`config.mk`:
```
export PLATFORM = sky130hd
export DESIGN_NAME = sci_control_registers
export DESIGN_NICKNAME = d
export VERILOG_FILES = /design/src/rtl/sci_pkg.sv /design/src/rtl/sci_control_registers.sv
export VERILOG_INCLUDE_DIRS = /design/src /design/src/rtl
export SDC_FILE = /design/constraint.sdc
export NUM_CORES = 1
export LEC_CHECK = 0
export BUFFER_PORTS_ARGS = -buffer_cell sky130_fd_sc_hd__buf_2
export CORE_MARGIN = 2
export CORE_UTILIZATION = 57
export CTS_BUF_LIST = sky130_fd_sc_hd__clkbuf_16
export DETAILED_ROUTE_END_ITERATION = 7
export PLACE_DENSITY_LB_ADDON = 0.08
export SLEW_MARGIN = 40
export SYNTH_ARGS = -nofsm -noshare
export SYNTH_HDL_FRONTEND = slang
export SYNTH_SLANG_ARGS = --single-unit
```
`constraint.sdc`:
```
create_clock -name clk_in -period 3.55 [get_ports clk_in]
set_input_delay 0.71 -clock clk_in [delete_from_list [all_inputs] [get_ports clk_in]]
set_output_delay 0.71 -clock clk_in [all_outputs]
set_load 0.01 [all_outputs]
```
`src/rtl/sci_consts.svh`:
```
// register map, field positions, reset values and timing counts
`ifndef SCI_CONSTS_SVH
`define SCI_CONSTS_SVH

`define SCI_IDX_FRAME 6'h13
`define SCI_IDX_IRQ 6'h14
`define SCI_IDX_NINTH 6'h15
`define SCI_IDX_STATUS 6'h16
`define SCI_IDX_DATA 6'h18
`define SCI_IDX_BAUD 6'h19

`define SCI_FR_LOOP 7
`define SCI_FR_ON 6
`define SCI_FR_NINE 4
`define SCI_FR_WAKE 3
`define SCI_FR_IDLE_COUNT_START_SELECT 2
`define SCI_FR_PAR_ON 1
`define SCI_FR_PAR_ODD 0

`define SCI_IC_TXE_IE 7
`define SCI_IC_TXD_IE 6
`define SCI_IC_RXF_IE 5
`define SCI_IC_IDLE_IE 4
`define SCI_IC_TX_ON 3
`define SCI_IC_RX_ON 2
`define SCI_IC_STANDBY 1
`define SCI_IC_BREAK 0

`define SCI_N9_RX 7
`define SCI_N9_TX 6

`define SCI_FRAME_RST 8'h00
`define SCI_IRQ_RST 8'h00
`define SCI_ERRIE_RST 4'h0
`define SCI_BAUD_RST 8'h00

`define SCI_LEN8 4'hA
`define SCI_LEN9 4'hB
`define SCI_OVERSAMPLE 4'hF
`define SCI_MID_SAMPLE 4'h7
`define SCI_IR_PULSE 4'h3

`endif

```
`src/rtl/sci_pkg.sv`:
```
// shared types and the parity helper for the serial unit
package sci_pkg;
    typedef enum logic {RX_WAIT, RX_FRAME} rx_state_e;

    typedef struct packed {
        logic nine;
        logic par_on;
        logic par_odd;
    } frame_cfg_s;

    typedef struct packed {
        logic [7:0] data;
        logic ninth;
    } char_s;

    function automatic logic parity_of(logic [8:0] d, frame_cfg_s c);
        logic p;
        p = c.nine ? ^d[7:0] : ^d[6:0];
        return p ^ c.par_odd;
    endfunction
endpackage

```
`src/rtl/sci_control_registers.sv`:
```
// serial unit with its control registers on a classic wishbone slave
//
// The implementer's own choice: the Wishbone register port.
`timescale 1ns/1ps
`include "sci_consts.svh"

module sci_control_registers #(
    parameter logic [7:0] BAUD_DIV_RST = `SCI_BAUD_RST
) (
    input wire logic clk_in,
    input wire logic rst_n_in,
    input wire logic wb_cyc_in,
    input wire logic wb_stb_in,
    input wire logic wb_we_in,
    input wire logic [7:0] wb_adr_in,
    input wire logic [3:0] wb_sel_in,
    input wire logic [31:0] wb_dat_in,
    output logic [31:0] wb_dat_out,
    output logic wb_ack_out,
    input wire logic infrared_select_in,
    input wire logic rxd_in,
    output logic txd_out,
    output logic txd_oe_out,
    output logic port_ctl_out,
    output logic tx_irq_out,
    output logic rx_irq_out
);
    import sci_pkg::*;

    logic [7:0] frame_q;
    logic [7:0] irqc_q;
    logic [3:0] errie_q;
    logic [7:0] baud_q;
    logic tx_ninth_bit_q;
    logic rx_ninth_bit_q;
    logic [7:0] serial_data_buffer_q;
    logic [7:0] tx_buf_q;
    logic tx_empty_flag_q;
    logic tx_done_flag_q;
    logic rx_full_flag_q;
    logic idle_flag_q;
    logic overrun_q;
    logic frame_err_q;
    logic parity_err_q;

    // register view
    logic unit_on, loop_back_select, wake_addr, idle_count_start_select;
    logic transmitter_on, receiver_on, rx_standby, send_break_ctl;
    frame_cfg_s cfg;
    logic [3:0] frame_len;

    assign loop_back_select = frame_q[`SCI_FR_LOOP];
    assign unit_on = frame_q[`SCI_FR_ON];
    assign wake_addr = frame_q[`SCI_FR_WAKE];
    assign idle_count_start_select = frame_q[`SCI_FR_IDLE_COUNT_START_SELECT];
    assign cfg.nine = frame_q[`SCI_FR_NINE];
    assign cfg.par_on = frame_q[`SCI_FR_PAR_ON];
    assign cfg.par_odd = frame_q[`SCI_FR_PAR_ODD];
    assign transmitter_on = irqc_q[`SCI_IC_TX_ON];
    assign receiver_on = irqc_q[`SCI_IC_RX_ON];
    assign rx_standby = irqc_q[`SCI_IC_STANDBY];
    assign send_break_ctl = irqc_q[`SCI_IC_BREAK];
    assign frame_len = cfg.nine ? `SCI_LEN9 : `SCI_LEN8;

    // bus slave: ack one cycle after the request, effects at the ack edge
    logic [5:0] idx;
    logic bus_done, wr_lo, rd_data, wr_data;
    assign idx = wb_adr_in[7:2];
    assign bus_done = wb_cyc_in && wb_stb_in && wb_ack_out;
    assign wr_lo = bus_done && wb_we_in && wb_sel_in[0];
    assign rd_data = bus_done && !wb_we_in && idx == `SCI_IDX_DATA;
    assign wr_data = wr_lo && idx == `SCI_IDX_DATA;

    always_ff @(posedge clk_in) begin
        if (!rst_n_in) begin
            wb_ack_out <= 1'b0;
            wb_dat_out <= 32'h0000_0000;
        end else begin
            wb_ack_out <= wb_cyc_in && wb_stb_in && !wb_ack_out;
            wb_dat_out <= 32'h0000_0000;
            if (wb_cyc_in && wb_stb_in && !wb_ack_out && !wb_we_in) begin
                unique case (idx)
                    `SCI_IDX_FRAME: wb_dat_out[7:0] <= frame_q;
                    `SCI_IDX_IRQ: wb_dat_out[7:0] <= irqc_q;
                    `SCI_IDX_NINTH: wb_dat_out[7:0] <= {rx_ninth_bit_q,
                        tx_ninth_bit_q, 2'b00, errie_q};
                    `SCI_IDX_STATUS: wb_dat_out[7:0] <= {tx_empty_flag_q,
                        tx_done_flag_q, rx_full_flag_q, idle_flag_q,
                        overrun_q, 1'b0, frame_err_q, parity_err_q};
                    `SCI_IDX_DATA: wb_dat_out[7:0] <= serial_data_buffer_q;
                    `SCI_IDX_BAUD: wb_dat_out[7:0] <= baud_q;
                    default: wb_dat_out <= 32'h0000_0000;
                endcase
            end
        end
    end

    always_ff @(posedge clk_in) begin
        if (!rst_n_in) begin
            frame_q <= `SCI_FRAME_RST;
        end else if (wr_lo && idx == `SCI_IDX_FRAME) begin
            frame_q <= wb_dat_in[7:0];
        end
    end

    logic wake_evt;
    // control register two; hardware wakeup beats a software write
    always_ff @(posedge clk_in) begin
        if (!rst_n_in) begin
            irqc_q <= `SCI_IRQ_RST;
        end else begin
            if (wr_lo && idx == `SCI_IDX_IRQ) begin
                irqc_q <= wb_dat_in[7:0];
            end
            if (wake_evt) begin
                irqc_q[`SCI_IC_STANDBY] <= 1'b0;
            end
        end
    end

    always_ff @(posedge clk_in) begin
        if (!rst_n_in) begin
            errie_q <= `SCI_ERRIE_RST;
            baud_q <= BAUD_DIV_RST;
        end else begin
            if (wr_lo && idx == `SCI_IDX_NINTH) begin
                errie_q <= wb_dat_in[3:0];
            end
            if (wr_lo && idx == `SCI_IDX_BAUD) begin
                baud_q <= wb_dat_in[7:0];
            end
        end
    end

    // transmit ninth bit keeps its value across reset
    always_ff @(posedge clk_in) begin
        if (wr_lo && idx == `SCI_IDX_NINTH) begin
            tx_ninth_bit_q <= wb_dat_in[`SCI_N9_TX];
        end
    end

    always_ff @(posedge clk_in) begin
        if (wr_data) begin
            tx_buf_q <= wb_dat_in[7:0];
        end
    end

    // baud generator: one oversample tick per divisor period
    logic [7:0] baud_cnt_q;
    logic os_tick;
    assign os_tick = unit_on && baud_cnt_q == baud_q;
    always_ff @(posedge clk_in) begin
        if (!rst_n_in || !unit_on || os_tick) begin
            baud_cnt_q <= 8'h00;
        end else begin
            baud_cnt_q <= baud_cnt_q + 8'h01;
        end
    end

    logic [3:0] tx_sub_q;
    logic tx_bit_en;
    assign tx_bit_en = os_tick && tx_sub_q == `SCI_OVERSAMPLE;
    always_ff @(posedge clk_in) begin
        if (!rst_n_in || !unit_on) begin
            tx_sub_q <= 4'h0;
        end else if (os_tick) begin
            tx_sub_q <= tx_sub_q + 4'h1;
        end
    end

    // transmitter
    logic [10:0] tx_sh_q;
    logic [3:0] tx_cnt_q;
    logic tx_busy_q, pre_pend_q, te_prev_q, brk_tail_q;
    logic tx_line, load_data;
    assign tx_line = tx_busy_q ? tx_sh_q[0] : 1'b1;

    // enable rising edge queues a preamble, also mid-character
    always_ff @(posedge clk_in) begin
        if (!rst_n_in || !unit_on) begin
            te_prev_q <= 1'b0;
        end else begin
            te_prev_q <= transmitter_on;
        end
    end

    logic next_frame;
    assign next_frame = tx_bit_en && (!tx_busy_q || tx_cnt_q == 4'h1);
    assign load_data = next_frame && transmitter_on && !pre_pend_q &&
        !send_break_ctl && !brk_tail_q && !tx_empty_flag_q && !wr_data;

    always_ff @(posedge clk_in) begin
        if (!rst_n_in || !unit_on) begin
            pre_pend_q <= 1'b0;
        end else if (transmitter_on && !te_prev_q) begin
            pre_pend_q <= 1'b1;
        end else if (next_frame && transmitter_on) begin
            pre_pend_q <= 1'b0;
        end
    end

    logic [8:0] tx_char;
    logic tx_par;
    assign tx_char = {tx_ninth_bit_q, tx_buf_q};
    assign tx_par = parity_of(tx_char, cfg);

    always_ff @(posedge clk_in) begin
        if (!rst_n_in || !unit_on) begin
            tx_busy_q <= 1'b0;
            tx_cnt_q <= 4'h0;
            tx_sh_q <= 11'h7FF;
            brk_tail_q <= 1'b0;
        end else if (tx_bit_en && tx_busy_q && tx_cnt_q != 4'h1) begin
            tx_sh_q <= {1'b1, tx_sh_q[10:1]};
            tx_cnt_q <= tx_cnt_q - 4'h1;
        end else if (next_frame) begin
            // a frame in flight always completes before this point
            tx_busy_q <= transmitter_on;
            tx_cnt_q <= frame_len;
            if (!transmitter_on) begin
                tx_busy_q <= 1'b0;
            end else if (pre_pend_q) begin
                // preamble of all ones, one frame long
                tx_sh_q <= 11'h7FF;
            end else if (send_break_ctl) begin
                // breaks back to back while held
                tx_sh_q <= 11'h000;
                brk_tail_q <= 1'b1;
            end else if (brk_tail_q) begin
                // single high bit after the last break
                tx_sh_q <= 11'h7FF;
                tx_cnt_q <= 4'h1;
                brk_tail_q <= 1'b0;
            end else if (load_data) begin
                // parity or ninth bit beside the data
                if (cfg.nine) begin
                    tx_sh_q <= {1'b1, cfg.par_on ? tx_par : tx_ninth_bit_q,
                        tx_buf_q, 1'b0};
                end else begin
                    tx_sh_q <= {2'b11, cfg.par_on ? tx_par : tx_buf_q[7],
                        tx_buf_q[6:0], 1'b0};
                end
            end else begin
                tx_busy_q <= 1'b0;
            end
        end
    end

    // transmit flags; a load setting empty wins over nothing here
    // because loads are held off in the cycle of a data write
    always_ff @(posedge clk_in) begin
        if (!rst_n_in || !unit_on) begin
            tx_empty_flag_q <= 1'b1;
            tx_done_flag_q <= 1'b1;
        end else begin
            if (load_data) begin
                tx_empty_flag_q <= 1'b1;
            end else if (wr_data) begin
                tx_empty_flag_q <= 1'b0;
            end
            tx_done_flag_q <= tx_empty_flag_q && !tx_busy_q && !pre_pend_q
                && !(transmitter_on && (send_break_ctl || brk_tail_q));
        end
    end

    // infrared: zero bits become a short low pulse, decoder stretches it
    logic [3:0] ir_hold_q;
    logic rx_pin_line, rx_line;
    always_ff @(posedge clk_in) begin
        if (!rst_n_in || !unit_on) begin
            ir_hold_q <= 4'h0;
        end else if (!rxd_in) begin
            ir_hold_q <= `SCI_OVERSAMPLE;
        end else if (os_tick && ir_hold_q != 4'h0) begin
            ir_hold_q <= ir_hold_q - 4'h1;
        end
    end
    assign rx_pin_line = infrared_select_in ?
        (rxd_in && ir_hold_q == 4'h0) : rxd_in;
    // loop taken before the infrared encoder and after the decoder
    assign rx_line = loop_back_select ? tx_line : rx_pin_line;

    always_ff @(posedge clk_in) begin
        if (!rst_n_in) begin
            txd_out <= 1'b1;
            txd_oe_out <= 1'b0;
            port_ctl_out <= 1'b1;
        end else begin
            port_ctl_out <= !unit_on;
            txd_oe_out <= unit_on && (transmitter_on || tx_busy_q);
            if (infrared_select_in && !tx_line) begin
                txd_out <= tx_sub_q >= `SCI_IR_PULSE;
            end else begin
                txd_out <= tx_line;
            end
        end
    end

    // receiver
    rx_state_e rx_state_q;
    logic [3:0] rx_sub_q, rx_bitn_q, ones_q;
    logic [9:0] rx_sh_q, rx_sh_next;
    logic rx_run, mid, frame_end, idle_evt, idle_arm_q;
    logic [7:0] rx_data;
    logic rx_b8, rx_msb, rx_par_bad;
    assign rx_run = unit_on && receiver_on;
    assign mid = os_tick && rx_sub_q == `SCI_MID_SAMPLE;
    assign rx_sh_next = {rx_line, rx_sh_q[9:1]};
    assign frame_end = rx_state_q == RX_FRAME && mid &&
        rx_bitn_q == frame_len - 4'h1;
    assign rx_data = cfg.nine ? rx_sh_next[7:0] : rx_sh_next[8:1];
    assign rx_b8 = cfg.nine ? rx_sh_next[8] : rx_sh_next[8];
    // address mark sits in the top character bit
    assign rx_msb = cfg.nine ? rx_sh_next[8] : rx_data[7];
    assign rx_par_bad = cfg.par_on &&
        parity_of({rx_b8, rx_data}, cfg) != rx_msb;

    // disabling the receiver stops the sequencer and clears the idle count
    always_ff @(posedge clk_in) begin
        if (!rst_n_in || !rx_run) begin
            rx_state_q <= RX_WAIT;
            rx_sub_q <= 4'h0;
            rx_bitn_q <= 4'h0;
        end else if (os_tick) begin
            rx_sub_q <= rx_sub_q + 4'h1;
            unique case (rx_state_q)
                RX_WAIT: begin
                    if (!rx_line) begin
                        rx_state_q <= RX_FRAME;
                        rx_sub_q <= 4'h0;
                        rx_bitn_q <= 4'h0;
                    end
                end
                RX_FRAME: begin
                    if (mid) begin
                        rx_bitn_q <= rx_bitn_q + 4'h1;
                        if ((rx_bitn_q == 4'h0 && rx_line) || frame_end) begin
                            rx_state_q <= RX_WAIT;
                        end
                    end
                end
            endcase
        end
    end

    always_ff @(posedge clk_in) begin
        if (mid && rx_state_q == RX_FRAME && rx_bitn_q != 4'h0) begin
            rx_sh_q <= rx_sh_next;
        end
    end

    always_ff @(posedge clk_in) begin
        if (!rst_n_in || !rx_run) begin
            ones_q <= 4'h0;
        end else if (mid) begin
            if (!rx_line) begin
                ones_q <= 4'h0;
            end else if (rx_state_q == RX_FRAME && idle_count_start_select
                && !frame_end) begin
                ones_q <= 4'h0;
            end else if (ones_q != frame_len) begin
                ones_q <= ones_q + 4'h1;
            end
        end
    end
    assign idle_evt = mid && rx_line && ones_q == frame_len - 4'h1;

    assign wake_evt = rx_standby && (wake_addr ?
        (frame_end && rx_msb) : idle_evt);

    logic accept;
    assign accept = frame_end && (!rx_standby || wake_evt);

    // received character and flags; a set beats a read's clear
    always_ff @(posedge clk_in) begin
        if (accept && !rx_full_flag_q) begin
            serial_data_buffer_q <= rx_data;
            rx_ninth_bit_q <= cfg.nine ? rx_sh_next[8] : rx_data[7];
        end
    end

    always_ff @(posedge clk_in) begin
        if (!rst_n_in) begin
            rx_full_flag_q <= 1'b0;
            overrun_q <= 1'b0;
            frame_err_q <= 1'b0;
            parity_err_q <= 1'b0;
        end else if (accept) begin
            rx_full_flag_q <= 1'b1;
            overrun_q <= rx_full_flag_q || (overrun_q && !rd_data);
            frame_err_q <= !rx_line || (frame_err_q && !rd_data);
            parity_err_q <= rx_par_bad || (parity_err_q && !rd_data);
        end else if (rd_data) begin
            rx_full_flag_q <= 1'b0;
            overrun_q <= 1'b0;
            frame_err_q <= 1'b0;
            parity_err_q <= 1'b0;
        end
    end

    // idle flag needs a received character since the last one
    always_ff @(posedge clk_in) begin
        if (!rst_n_in) begin
            idle_flag_q <= 1'b0;
            idle_arm_q <= 1'b0;
        end else begin
            if (idle_evt && idle_arm_q && !rx_standby) begin
                idle_flag_q <= 1'b1;
                idle_arm_q <= 1'b0;
            end else if (rd_data) begin
                idle_flag_q <= 1'b0;
            end
            if (accept) begin
                idle_arm_q <= 1'b1;
            end
        end
    end

    always_ff @(posedge clk_in) begin
        if (!rst_n_in) begin
            tx_irq_out <= 1'b0;
            rx_irq_out <= 1'b0;
        end else begin
            tx_irq_out <= unit_on &&
                ((tx_empty_flag_q && irqc_q[`SCI_IC_TXE_IE]) ||
                 (tx_done_flag_q && irqc_q[`SCI_IC_TXD_IE]));
            rx_irq_out <= !rx_standby &&
                ((rx_full_flag_q && irqc_q[`SCI_IC_RXF_IE]) ||
                 (idle_flag_q && irqc_q[`SCI_IC_IDLE_IE]));
        end
    end
endmodule

```
==> results of run 1 <==
==> logic make-up after synthesis <==
group                      after synthesis
AOI/OAI and AO/OA                      109
xor gates and xnor gates                36
adders and majority gates               10
buffers and inverters                   67
DFF                                    125
muxes                                   47
other                                    1
and+or+nand+nor                        238
==> cell type report <==
type,count,area (um2)
fillers,836,3460
multi-input cells,464,3070
flip-flops and latches,125,2770
clock buffers,17,425
repair buffers,48,273
well taps,136,170
clock inverters,15,150
inverters,14,52.6
==> metrics by stage <==
stage	worst slack, ns	hold slack, ns	std cells
CTS	0.612	0.459	819
finish	0.620	0.460	819
global route	0.513	0.488	819
detailed placement	0.621	0.452	787
floorplan	0.937	0.430	656
global placement	0.656	0.444	787
==> routing by layer <==
layer  part of all wire, %  global-route usage (%)
met4                   1.9                    10.3
met3                   5.6                    7.08
met2                    49                    43.1
met5                     0                       0
met1                    43                    30.7
==> critical path, cell delays in order, from the launching register on <==
cell and delay (ns):
dfxtp_1 0.33, inv_1 0.09, ha_1 0.16, or3b_4 0.40, a221o_1 0.43, o311ai_4 0.35, nand4_2 0.20, nor2_1 0.61
==> synth_stat cells (7+ instances only) <==
| library cell | instances |
|---|---|
| and3_1 | 9 |
| a22oi_1 | 10 |
| mux2_2 | 8 |
| nand2_1 | 36 |
| a21oi_1 | 36 |
| inv_1 | 14 |
| nand3b_1 | 8 |
| edfxtp_1 | 27 |
| xor2_1 | 11 |
| nor3_1 | 13 |
| clkbuf_1 | 21 |
| ha_1 | 10 |
| dfxtp_1 | 98 |
| xnor2_1 | 24 |
| o21ai_0 | 14 |
| nor2b_1 | 47 |
| buf_4 | 24 |
| nor2_1 | 60 |
| nand3_1 | 19 |
| nor3b_1 | 7 |
| mux2i_1 | 39 |
==> final timing paths <==
kind                             start                           endpoint  slack, ns
max          ir_hold_q[0]$_SDFFE_PP0P_  serial_data_buffer_q[2]$_DFFE_PP_       0.62
min          parity_err_q$_SDFFE_PN0P_          parity_err_q$_SDFFE_PN0P_       0.46
max reg2reg  ir_hold_q[0]$_SDFFE_PP0P_  serial_data_buffer_q[2]$_DFFE_PP_       0.62
min reg2reg  parity_err_q$_SDFFE_PN0P_          parity_err_q$_SDFFE_PN0P_       0.46
==> flip-flops by register name, summed over array words and instances, names as in the netlist, 4 cells and up <==
| name | count |
|---|---|
| serial_data_buffer_q | 8 |
| irqc_q | 8 |
| ir_hold_q | 4 |
| tx_buf_q | 8 |
| wb_dat_out | 8 |
| tx_sub_q | 4 |
| ones_q | 4 |
| rx_sub_q | 4 |
| tx_cnt_q | 4 |
| tx_sh_q | 11 |
| baud_cnt_q | 8 |
| baud_q | 8 |
| rx_sh_q | 9 |
| errie_q | 4 |
| frame_q | 8 |
| rx_bitn_q | 4 |
==> power by group <==
group | leakage [nW] | total [W] | internal (W) | switching, W
combinational | 1.18 | 0.0000730 | 0.0000247 | 0.0000483
sequential | 1.03 | 0.00145 | 0.00145 | 0.000000330
clock | 0.275 | 0.00168 | 0.00103 | 0.000651
==> results.sh, run 1 <==
export IMPL_die_w_um=107
export IMPL_htree_levels=4
export IMPL_worst_pin_slew_ns=0.720
export IMPL_ys_warn_count=0
export IMPL_async_flop_share_pct=0
export IMPL_cts_setup_buffers=0
export IMPL_synth_xor_area_share_pct=5.40
export IMPL_layout_cells_most_common="dfxtp_1"
export IMPL_maxSlewViolCount=0
export IMPL_synth_top_family_by_area="simple AND/OR/NAND/NOR gates"
export IMPL_synth_compound_area_share_pct=12.3
export IMPL_power_density_nw_per_um2=463
export IMPL_cts_num_sinks=125
export IMPL_syn_avg_cell_area_um2=9.62
export IMPL_nets=731
export IMPL_synth_cell_types=68
export IMPL_grt_max_degree=39
export IMPL_firstDrtPassIters=7
export IMPL_drive_gt1_share_pct=14.1
export IMPL_cts_made_buffers=17
export IMPL_cts_root_buf="clkbuf_16"
export IMPL_ys_seq_area_share_pct=45.5
export IMPL_die_h_um=107
export IMPL_coreArea_um2=10400
export IMPL_final_cell_mix="dfxtp_1 (98), nor2_1 (60), nor2b_1 (47)"
export IMPL_portBuffers=35
export IMPL_worst_setup_path_type="flip-flop to flip-flop"
export IMPL_skew_ns=0.0110
export IMPL_ir_worst_vdd_mv=0.341
export IMPL_synth_edf_count=27
export IMPL_hp_class="flip-flop to flip-flop"
export IMPL_period_needed_ns=2.93
export IMPL_cts_tree="yes"
export IMPL_synthAdderAreaFrac_pct=2.05
export IMPL_synthFlopType="dfxtp_1"
export IMPL_synth_mux_area_share_pct=7.89
export IMPL_slew_headroom_pct=51.8
export IMPL_yosys_area_top_type="dfxtp_1"
export IMPL_fmax_mhz=341
export IMPL_post_route_util_pct=66.6
export IMPL_drt_first_iter_violations=288
export IMPL_antenna_left=0
export IMPL_globalplace_congestion=0.847
export IMPL_hold_buffers=0
export IMPL_antenna_found_initial=0
export IMPL_rsz0062_at_grt="no"
export IMPL_total_power_w=0.00320
export IMPL_grt_overflow=0
export IMPL_period_share_pct=82.5
export IMPL_endpoint_kind="flip-flop"
export IMPL_cts_buffer_depth=2
export IMPL_num_rows=37
export IMPL_diodes=0
export IMPL_viasPerCell=5.77
export IMPL_wl_per_cell_um=17.0
export IMPL_clock_latency_ns=0.43
export IMPL_grt_pass1_vias=4625
export IMPL_area_growth_pct=13.4
export IMPL_drv_cap=0
export IMPL_r2r_cells=7
export IMPL_p_leak_nw=2.49
export IMPL_critPathRequiredTime_ns=3.61
export IMPL_drc=0
export IMPL_cp_max_fo=9
export IMPL_final_area_um2=6910
export IMPL_die_area_um2=11500
export IMPL_arrival_ns=2.99
export IMPL_mappedNetlistArea_um2=6090
export IMPL_grt_pass1_wl_um=22400
export IMPL_io_pin_count=89
export IMPL_placed_area_um2=6320
export IMPL_finalSetupViolations=0
export IMPL_clk_pin_slew_ns=0.06
export IMPL_hold_depth=2
export IMPL_status="completed"
export IMPL_routed_wl_um=13900
export IMPL_grt_usage_pct=25.5
export IMPL_fin_tns_setup_ns=0
export IMPL_dp_final_hpwl_um=9750
export IMPL_cts_resized=0
export IMPL_synth_ff_latch_count=125
export IMPL_start_kind="flip-flop"
export IMPL_synth_top_area_share_pct=32.2
export IMPL_num_vias=4728
export IMPL_finalHoldViolations=0
export IMPL_synth_cells=633
export IMPL_yosys_area_share_simple_pct=21.0
export IMPL_start_util_pct=58.7
export IMPL_synthTopCellsByArea="dfxtp_1 (32%), edfxtp_1 (13%), mux2i_1 (6.4%), nor2b_1 (4.8%), nor2_1 (3.7%)"
No activity file was read; power rests on OpenSTA's default activity.
==> run 2: changes to the inputs <==
- clock period: 3.55 -> 2.7 ns (I/O delays scaled with it)
==> run 2 against run 1 <==
  * Sequential share of layout area fell by 0.20 points
  * Final area rose by 0.51%
  * Via count fell by 1.1%
  * Global-route usage rose by 0.22 points
  * Non-clock buffer count rose by 11
  * Total power rose by 26%
  * Core utilization rose by 0.34 points
  * Clock power rose by 22%
  * Largest power group unchanged
==> results.sh, run 2 (synthesis gave the netlist of run 1 again) <==
export IMPL_status="completed"
export IMPL_period_share_pct=94.6
export IMPL_combPwrFrac_pct=2.4
export IMPL_diodes=0
export IMPL_cp_max_fo=9
export IMPL_grt_usage_pct=25.7
export IMPL_firstDrtPassIters=6
export IMPL_viasPerCell=5.63
export IMPL_grt_max_degree=38
export IMPL_worst_setup_path_type="flip-flop to flip-flop"
export IMPL_grt_overflow=0
export IMPL_swShare_pct=23.0
export IMPL_hold_buffers=0
export IMPL_grt_pass1_vias=4637
export IMPL_antenna_found_initial=0
export IMPL_area_growth_pct=14.0
export IMPL_drv_cap=0
export IMPL_cts_tree="yes"
export IMPL_cts_root_buf="clkbuf_16"
export IMPL_die_h_um=107
export IMPL_drt_first_iter_violations=353
export IMPL_final_cell_mix="dfxtp_1 (98), nor2_1 (60), nor2b_1 (47)"
export IMPL_coreArea_um2=10400
export IMPL_start_kind="flip-flop"
export IMPL_p_int_w=0.00312
export IMPL_grt_pass1_wl_um=22700
export IMPL_drc=0
export IMPL_top_register="tx_sh_q"
export IMPL_post_route_util_pct=67.0
export IMPL_globalplace_congestion=0.870
export IMPL_dp_final_hpwl_um=10100
export IMPL_nFillCells=840
export IMPL_antenna_left=0
export IMPL_slew_headroom_pct=54.9
export IMPL_hp_class="input port to flip-flop"
export IMPL_clk_pin_slew_ns=0.06
export IMPL_pwr_share_clk_pct=50.6
export IMPL_cts_setup_buffers=0
export IMPL_routed_wl_um=13900
export IMPL_num_vias=4675
export IMPL_cts_num_sinks=125
export IMPL_largest_reg_flops=11
export IMPL_io_pin_count=89
export IMPL_p_leak_nw=2.52
export IMPL_endpoint_kind="flip-flop"
export IMPL_layout_cells_most_common="dfxtp_1"
export IMPL_start_util_pct=58.7
export IMPL_p_seq_share_pct=47.1
export IMPL_cts_made_buffers=17
export IMPL_finalSetupViolations=0
export IMPL_path_cells="inv_1 -> ha_1 -> or3b_4 -> a221o_1 -> o311ai_4 -> nand4_2 -> nor2_1 -> buf_4"
export IMPL_critPathMaxStageDelay_ns=0.42
export IMPL_power_density_nw_per_um2=583
export IMPL_fin_tns_setup_ns=0
export IMPL_whs_ns=0.368
export IMPL_htree_levels=4
export IMPL_switching_power_w=0.000930
export IMPL_crit_path_top_delay_cell="a221o_1"
export IMPL_top_regs="tx_sh_q: 11 flops, rx_sh_q: 9 flops"
export IMPL_skew_ns=0.0105
export IMPL_critPathRequiredTime_ns=2.82
export IMPL_critPathTopFamily="compound AO/OA/AOI/OAI gates"
export IMPL_rsz0062_at_grt="no"
export IMPL_wl_per_cell_um=16.8
export IMPL_maxSlewViolCount=0
export IMPL_drive_gt1_share_pct=15.7
export IMPL_finalHoldViolations=0
export IMPL_arrival_ns=2.68
export IMPL_nets=742
export IMPL_clock_latency_ns=0.42
export IMPL_portBuffers=35
export IMPL_die_w_um=107
export IMPL_die_area_um2=11500
export IMPL_worst_pin_slew_ns=0.660
export IMPL_critPathBufInv=2
export IMPL_period_needed_ns=2.55
export IMPL_num_rows=37
export IMPL_fmax_mhz=392
export IMPL_ir_worst_vdd_mv=0.450
export IMPL_cts_resized=0
export IMPL_cts_buffer_depth=2
[run 2: changes by cell type in the layout (fill, tap and decap cells not counted), sizes merged]
cell and delta:
clkinv -3, buf +11, inv +4, bufinv -2
clkinvlp +1
[run 2: worst paths after layout]
path / start / end / slack (ns) / cells after the start
worst max-delay path: ir_hold_q[0]$_SDFFE_PP0P_ / serial_data_buffer_q[0]$_DFFE_PP_ / 0.15 / 8
worst min-delay path: rxd_in / ir_hold_q[3]$_SDFFE_PP0P_ / 0.37 / 2
worst max register to register: ir_hold_q[0]$_SDFFE_PP0P_ / serial_data_buffer_q[0]$_DFFE_PP_ / 0.15 / 8
worst min register to register: rx_sh_q[2]$_DFFE_PP_ / rx_sh_q[1]$_DFFE_PP_ / 0.47 / 0
[run 2: worst register-to-register path, cell delays in order (launching register included)]
cell	delay, ns
dfxtp_1	0.33
inv_1	0.09
ha_1	0.16
or3b_4	0.40
a221o_1	0.42
o311ai_4	0.35
nand4_2	0.18
nor2_1	0.14
buf_4	0.19
[run 2: stage by stage]
step | instance area, um2 | worst slack (ns) | instances | total power [W]
final | 6940 | 0.146 | 830 | 0.00405
after global routing | 6940 | 0.0205 | 830 | 0.00417
after CTS | 6940 | 0.146 | 830 | 0.00407
after detailed placement | 6410 | 0.174 | 798 | 0.00204
after global placement | 6410 | 0.232 | 798 | 0.00204
after floorplan | 6180 | 0.0868 | 656 | 0.00202
[run 2: area by class of cell]
| class | instances | area, um2 | area share [%] |
|---|---|---|---|
| multi-input cells | 464 | 3060 | 44.0 |
| flip-flops and latches | 125 | 2770 | 39.9 |
| clock buffers | 17 | 425 | 6.13 |
| repair buffers | 59 | 355 | 5.12 |
| well taps | 136 | 170 | 2.45 |
| clock inverters | 15 | 111 | 1.60 |
| inverters | 14 | 52.6 | 0.757 |
[run 2: per-layer routing]
layer | wire (um) | GRT usage, % | share of wire, %
met2 | 6760 | 42.4 | 49
met1 | 6140 | 32.6 | 44
met3 | 828 | 6.72 | 5.9
met5 | 0 | 0 | 0
met4 | 209 | 9.34 | 1.5
[run 2: power groups by stage]
stage	Clock [W]	Combinational [W]	Sequential, W
floorplan	0	0.0000775	0.00194
global placement	0	0.0000920	0.00194
detailed placement	0	0.0000942	0.00194
CTS	0.00207	0.0000944	0.00190
global route	0.00216	0.000104	0.00190
finish	0.00205	0.0000961	0.00190
==> run 3: changes to the inputs <==
- CELL_PAD_IN_SITES_DETAIL_PLACEMENT: not set -> 1
- CELL_PAD_IN_SITES_GLOBAL_PLACEMENT: not set -> 1
- CORE_UTILIZATION: 57 -> 44
- SLEW_MARGIN: 40 -> 20
==> run 3 against run 2 <==
  * Count of clock-buffer cells in the layout is the same
  * Critical path depth did not move
  * Sequential cell count unchanged
  * First-iteration DRC count shrank 35%
  * Core utilization fell by 14 points
  * Largest cell class unchanged
  * Die area up 28%
  * Largest power group unchanged
  * Global-route usage down 2.7 points
  * Via count grew 1.9%
  * Maximum frequency is 0.46% higher
  * Sequential power is essentially flat
  * Critical endpoint is now parity_err_q$_SDFFE_PN0P_
  * Combinational power up 3.7%
  * Final cell count increased by 5.1%
==> results.sh, run 3 (synthesis gave the netlist of run 1 again) <==
export IMPL_post_route_util_pct=52.7
export IMPL_cts_num_sinks=125
export IMPL_top_register="tx_sh_q"
export IMPL_drt_first_iter_violations=230
export IMPL_period_needed_ns=2.54
export IMPL_globalplace_congestion=0.860
export IMPL_grt_overflow=0
export IMPL_antenna_left=0
export IMPL_num_vias=4766
export IMPL_worst_pin_slew_ns=0.643
export IMPL_period_share_pct=94.1
export IMPL_fin_tns_setup_ns=0
export IMPL_path_cells="inv_1 -> ha_1 -> or3b_4 -> a221o_2 -> o311ai_4 -> nand4_4 -> or3b_4 -> a21boi_1"
export IMPL_cts_tree="yes"
export IMPL_power_density_nw_per_um2=602
export IMPL_startpoint="ir_hold_q[0]$_SDFFE_PP0P_"
export IMPL_rrSetupSlack_ns=0.16
export IMPL_grt_usage_pct=23.0
export IMPL_die_w_um=122
export IMPL_placed_area_um2=6470
export IMPL_portBuffers=35
export IMPL_top_regs="tx_sh_q: 11 flops, rx_sh_q: 9 flops"
export IMPL_drc=0
export IMPL_layout_cells_most_common="dfxtp_1"
export IMPL_drt_met1_wl_um=7410
export IMPL_highest_layer="met4"
export IMPL_finalSetupViolations=0
export IMPL_antenna_found_initial=0
export IMPL_num_rows=42
export IMPL_drive_gt1_share_pct=15.7
export IMPL_hp_class="input port to flip-flop"
export IMPL_met2_length_um=8020
export IMPL_start_util_pct=45.5
export IMPL_wl_per_cell_um=18.4
export IMPL_cts_buffer_depth=2
export IMPL_path_common_cell="or3b_4"
export IMPL_drv_cap=0
export IMPL_ir_worst_vdd_mv=0.434
export IMPL_io_pin_count=89
export IMPL_skew_ns=0.0133
export IMPL_die_area_um2=14800
export IMPL_r2r_start="ir_hold_q[0]$_SDFFE_PP0P_"
export IMPL_rsz0062_at_grt="no"
export IMPL_firstDrtPassIters=5
export IMPL_clock_latency_ns=0.42
export IMPL_grt_max_degree=27
export IMPL_start_kind="flip-flop"
export IMPL_largest_reg_flops=11
export IMPL_final_area_um2=7070
export IMPL_r2r_cells=8
export IMPL_coreArea_um2=13400
export IMPL_arrival_ns=2.88
export IMPL_finalHoldViolations=0
export IMPL_cp_max_fo=5
export IMPL_p_leak_nw=2.57
export IMPL_cp_endpoint="parity_err_q$_SDFFE_PN0P_"
export IMPL_grt_pass1_wl_um=25900
export IMPL_routed_wl_um=16100
export IMPL_clk_pin_slew_ns=0.05
export IMPL_status="completed"
export IMPL_cts_root_buf="clkbuf_16"
export IMPL_area_growth_pct=16.0
export IMPL_die_h_um=122
export IMPL_min_from="rxd_in"
export IMPL_cts_made_buffers=17
export IMPL_hold_buffers=0
export IMPL_dp_final_hpwl_um=11600
export IMPL_critPathMaxStageDelay_ns=0.44
export IMPL_slew_headroom_pct=56.5
export IMPL_worst_setup_path_type="flip-flop to flip-flop"
export IMPL_viasPerCell=5.47
export IMPL_reg2reg_to="parity_err_q$_SDFFE_PN0P_"
export IMPL_nFillCells=1535
export IMPL_cts_setup_buffers=0
export IMPL_cts_resized=0
export IMPL_total_power_w=0.00425
export IMPL_fmax_mhz=393
export IMPL_maxSlewViolCount=0
export IMPL_diodes=0
export IMPL_htree_levels=4
export IMPL_grt_pass1_vias=4990
export IMPL_critPathRequiredTime_ns=3.04
export IMPL_final_cell_mix="dfxtp_1 (98), nor2_1 (60), nor2b_1 (47)"
export IMPL_route_met3_wl_um=473
export IMPL_nets=744
export IMPL_endpoint_kind="flip-flop"
export IMPL_crit_path_top_delay_cell="a221o_2"
-- run 3: changes by cell type in the layout (fill, tap and decap cells not counted), sizes merged --
cell | before | now
bufinv | 0 | 3
clkinv | 3 | 5
buf | 59 | 61
inv | 21 | 16
-- run 3: worst max-delay path, delay by kind of cell, from the launching register on --
| kind | cells | cell delay (ns) |
|---|---|---|
| simple gates | 3 | 0.99 |
| compound gates | 3 | 0.89 |
| buf+inv | 1 | 0.08 |
| flops | 1 | 0.33 |
| fa+ha+maj | 1 | 0.17 |
-- run 3: where the power goes --
part	switching, W	leakage, nW	total [W]	internal [W]
registers	0.000000391	1.03	0.00190	0.00190
clock network	0.000820	0.276	0.00225	0.00143
logic	0.0000656	1.26	0.0000997	0.0000341
total	0.000886	2.57	0.00425	0.00337
-- run 3: worst min path at each step --
stage          depth (start not counted)                        end  slack [ns]
2_1_floorplan                          2  parity_err_q$_SDFFE_PN0P_        0.43
4_1_cts                                2  ir_hold_q[2]$_SDFFE_PP0P_        0.35
6_report                               2  ir_hold_q[2]$_SDFFE_PP0P_        0.37
3_5_place_dp                           2  parity_err_q$_SDFFE_PN0P_        0.45
5_1_grt                                2  ir_hold_q[2]$_SDFFE_PP0P_        0.38
3_3_place_gp                           2  parity_err_q$_SDFFE_PN0P_        0.44
-- run 3: routing by layer --
layer	vias to the layer above	global-route usage, %
met5	-	0
met4	0	7.04
met3	14	5.24
met2	76	39.9
met1	2370	28.6
li1	2306	-
-- run 3: layout make-up --
type                    count  area (um2)  area share (%)
clock buffers              17         425            6.02
flip-flops and latches    125        2770            39.2
repair buffers             61         370            5.24
inverters                  14        52.6           0.744
well taps                 176         220            3.12
clock inverters            15         156            2.21
multi-input cells         464        3070            43.4
-- run 3: metrics by stage --
step           hold slack (ns)  setup WS, ns  std cells
2_1_floorplan            0.430        0.0868        656
6_report                 0.369         0.158        872
3_3_place_gp             0.442         0.156        840
4_1_cts                  0.353        0.0371        872
3_5_place_dp             0.451        0.0763        840
5_1_grt                  0.379       0.00954        872
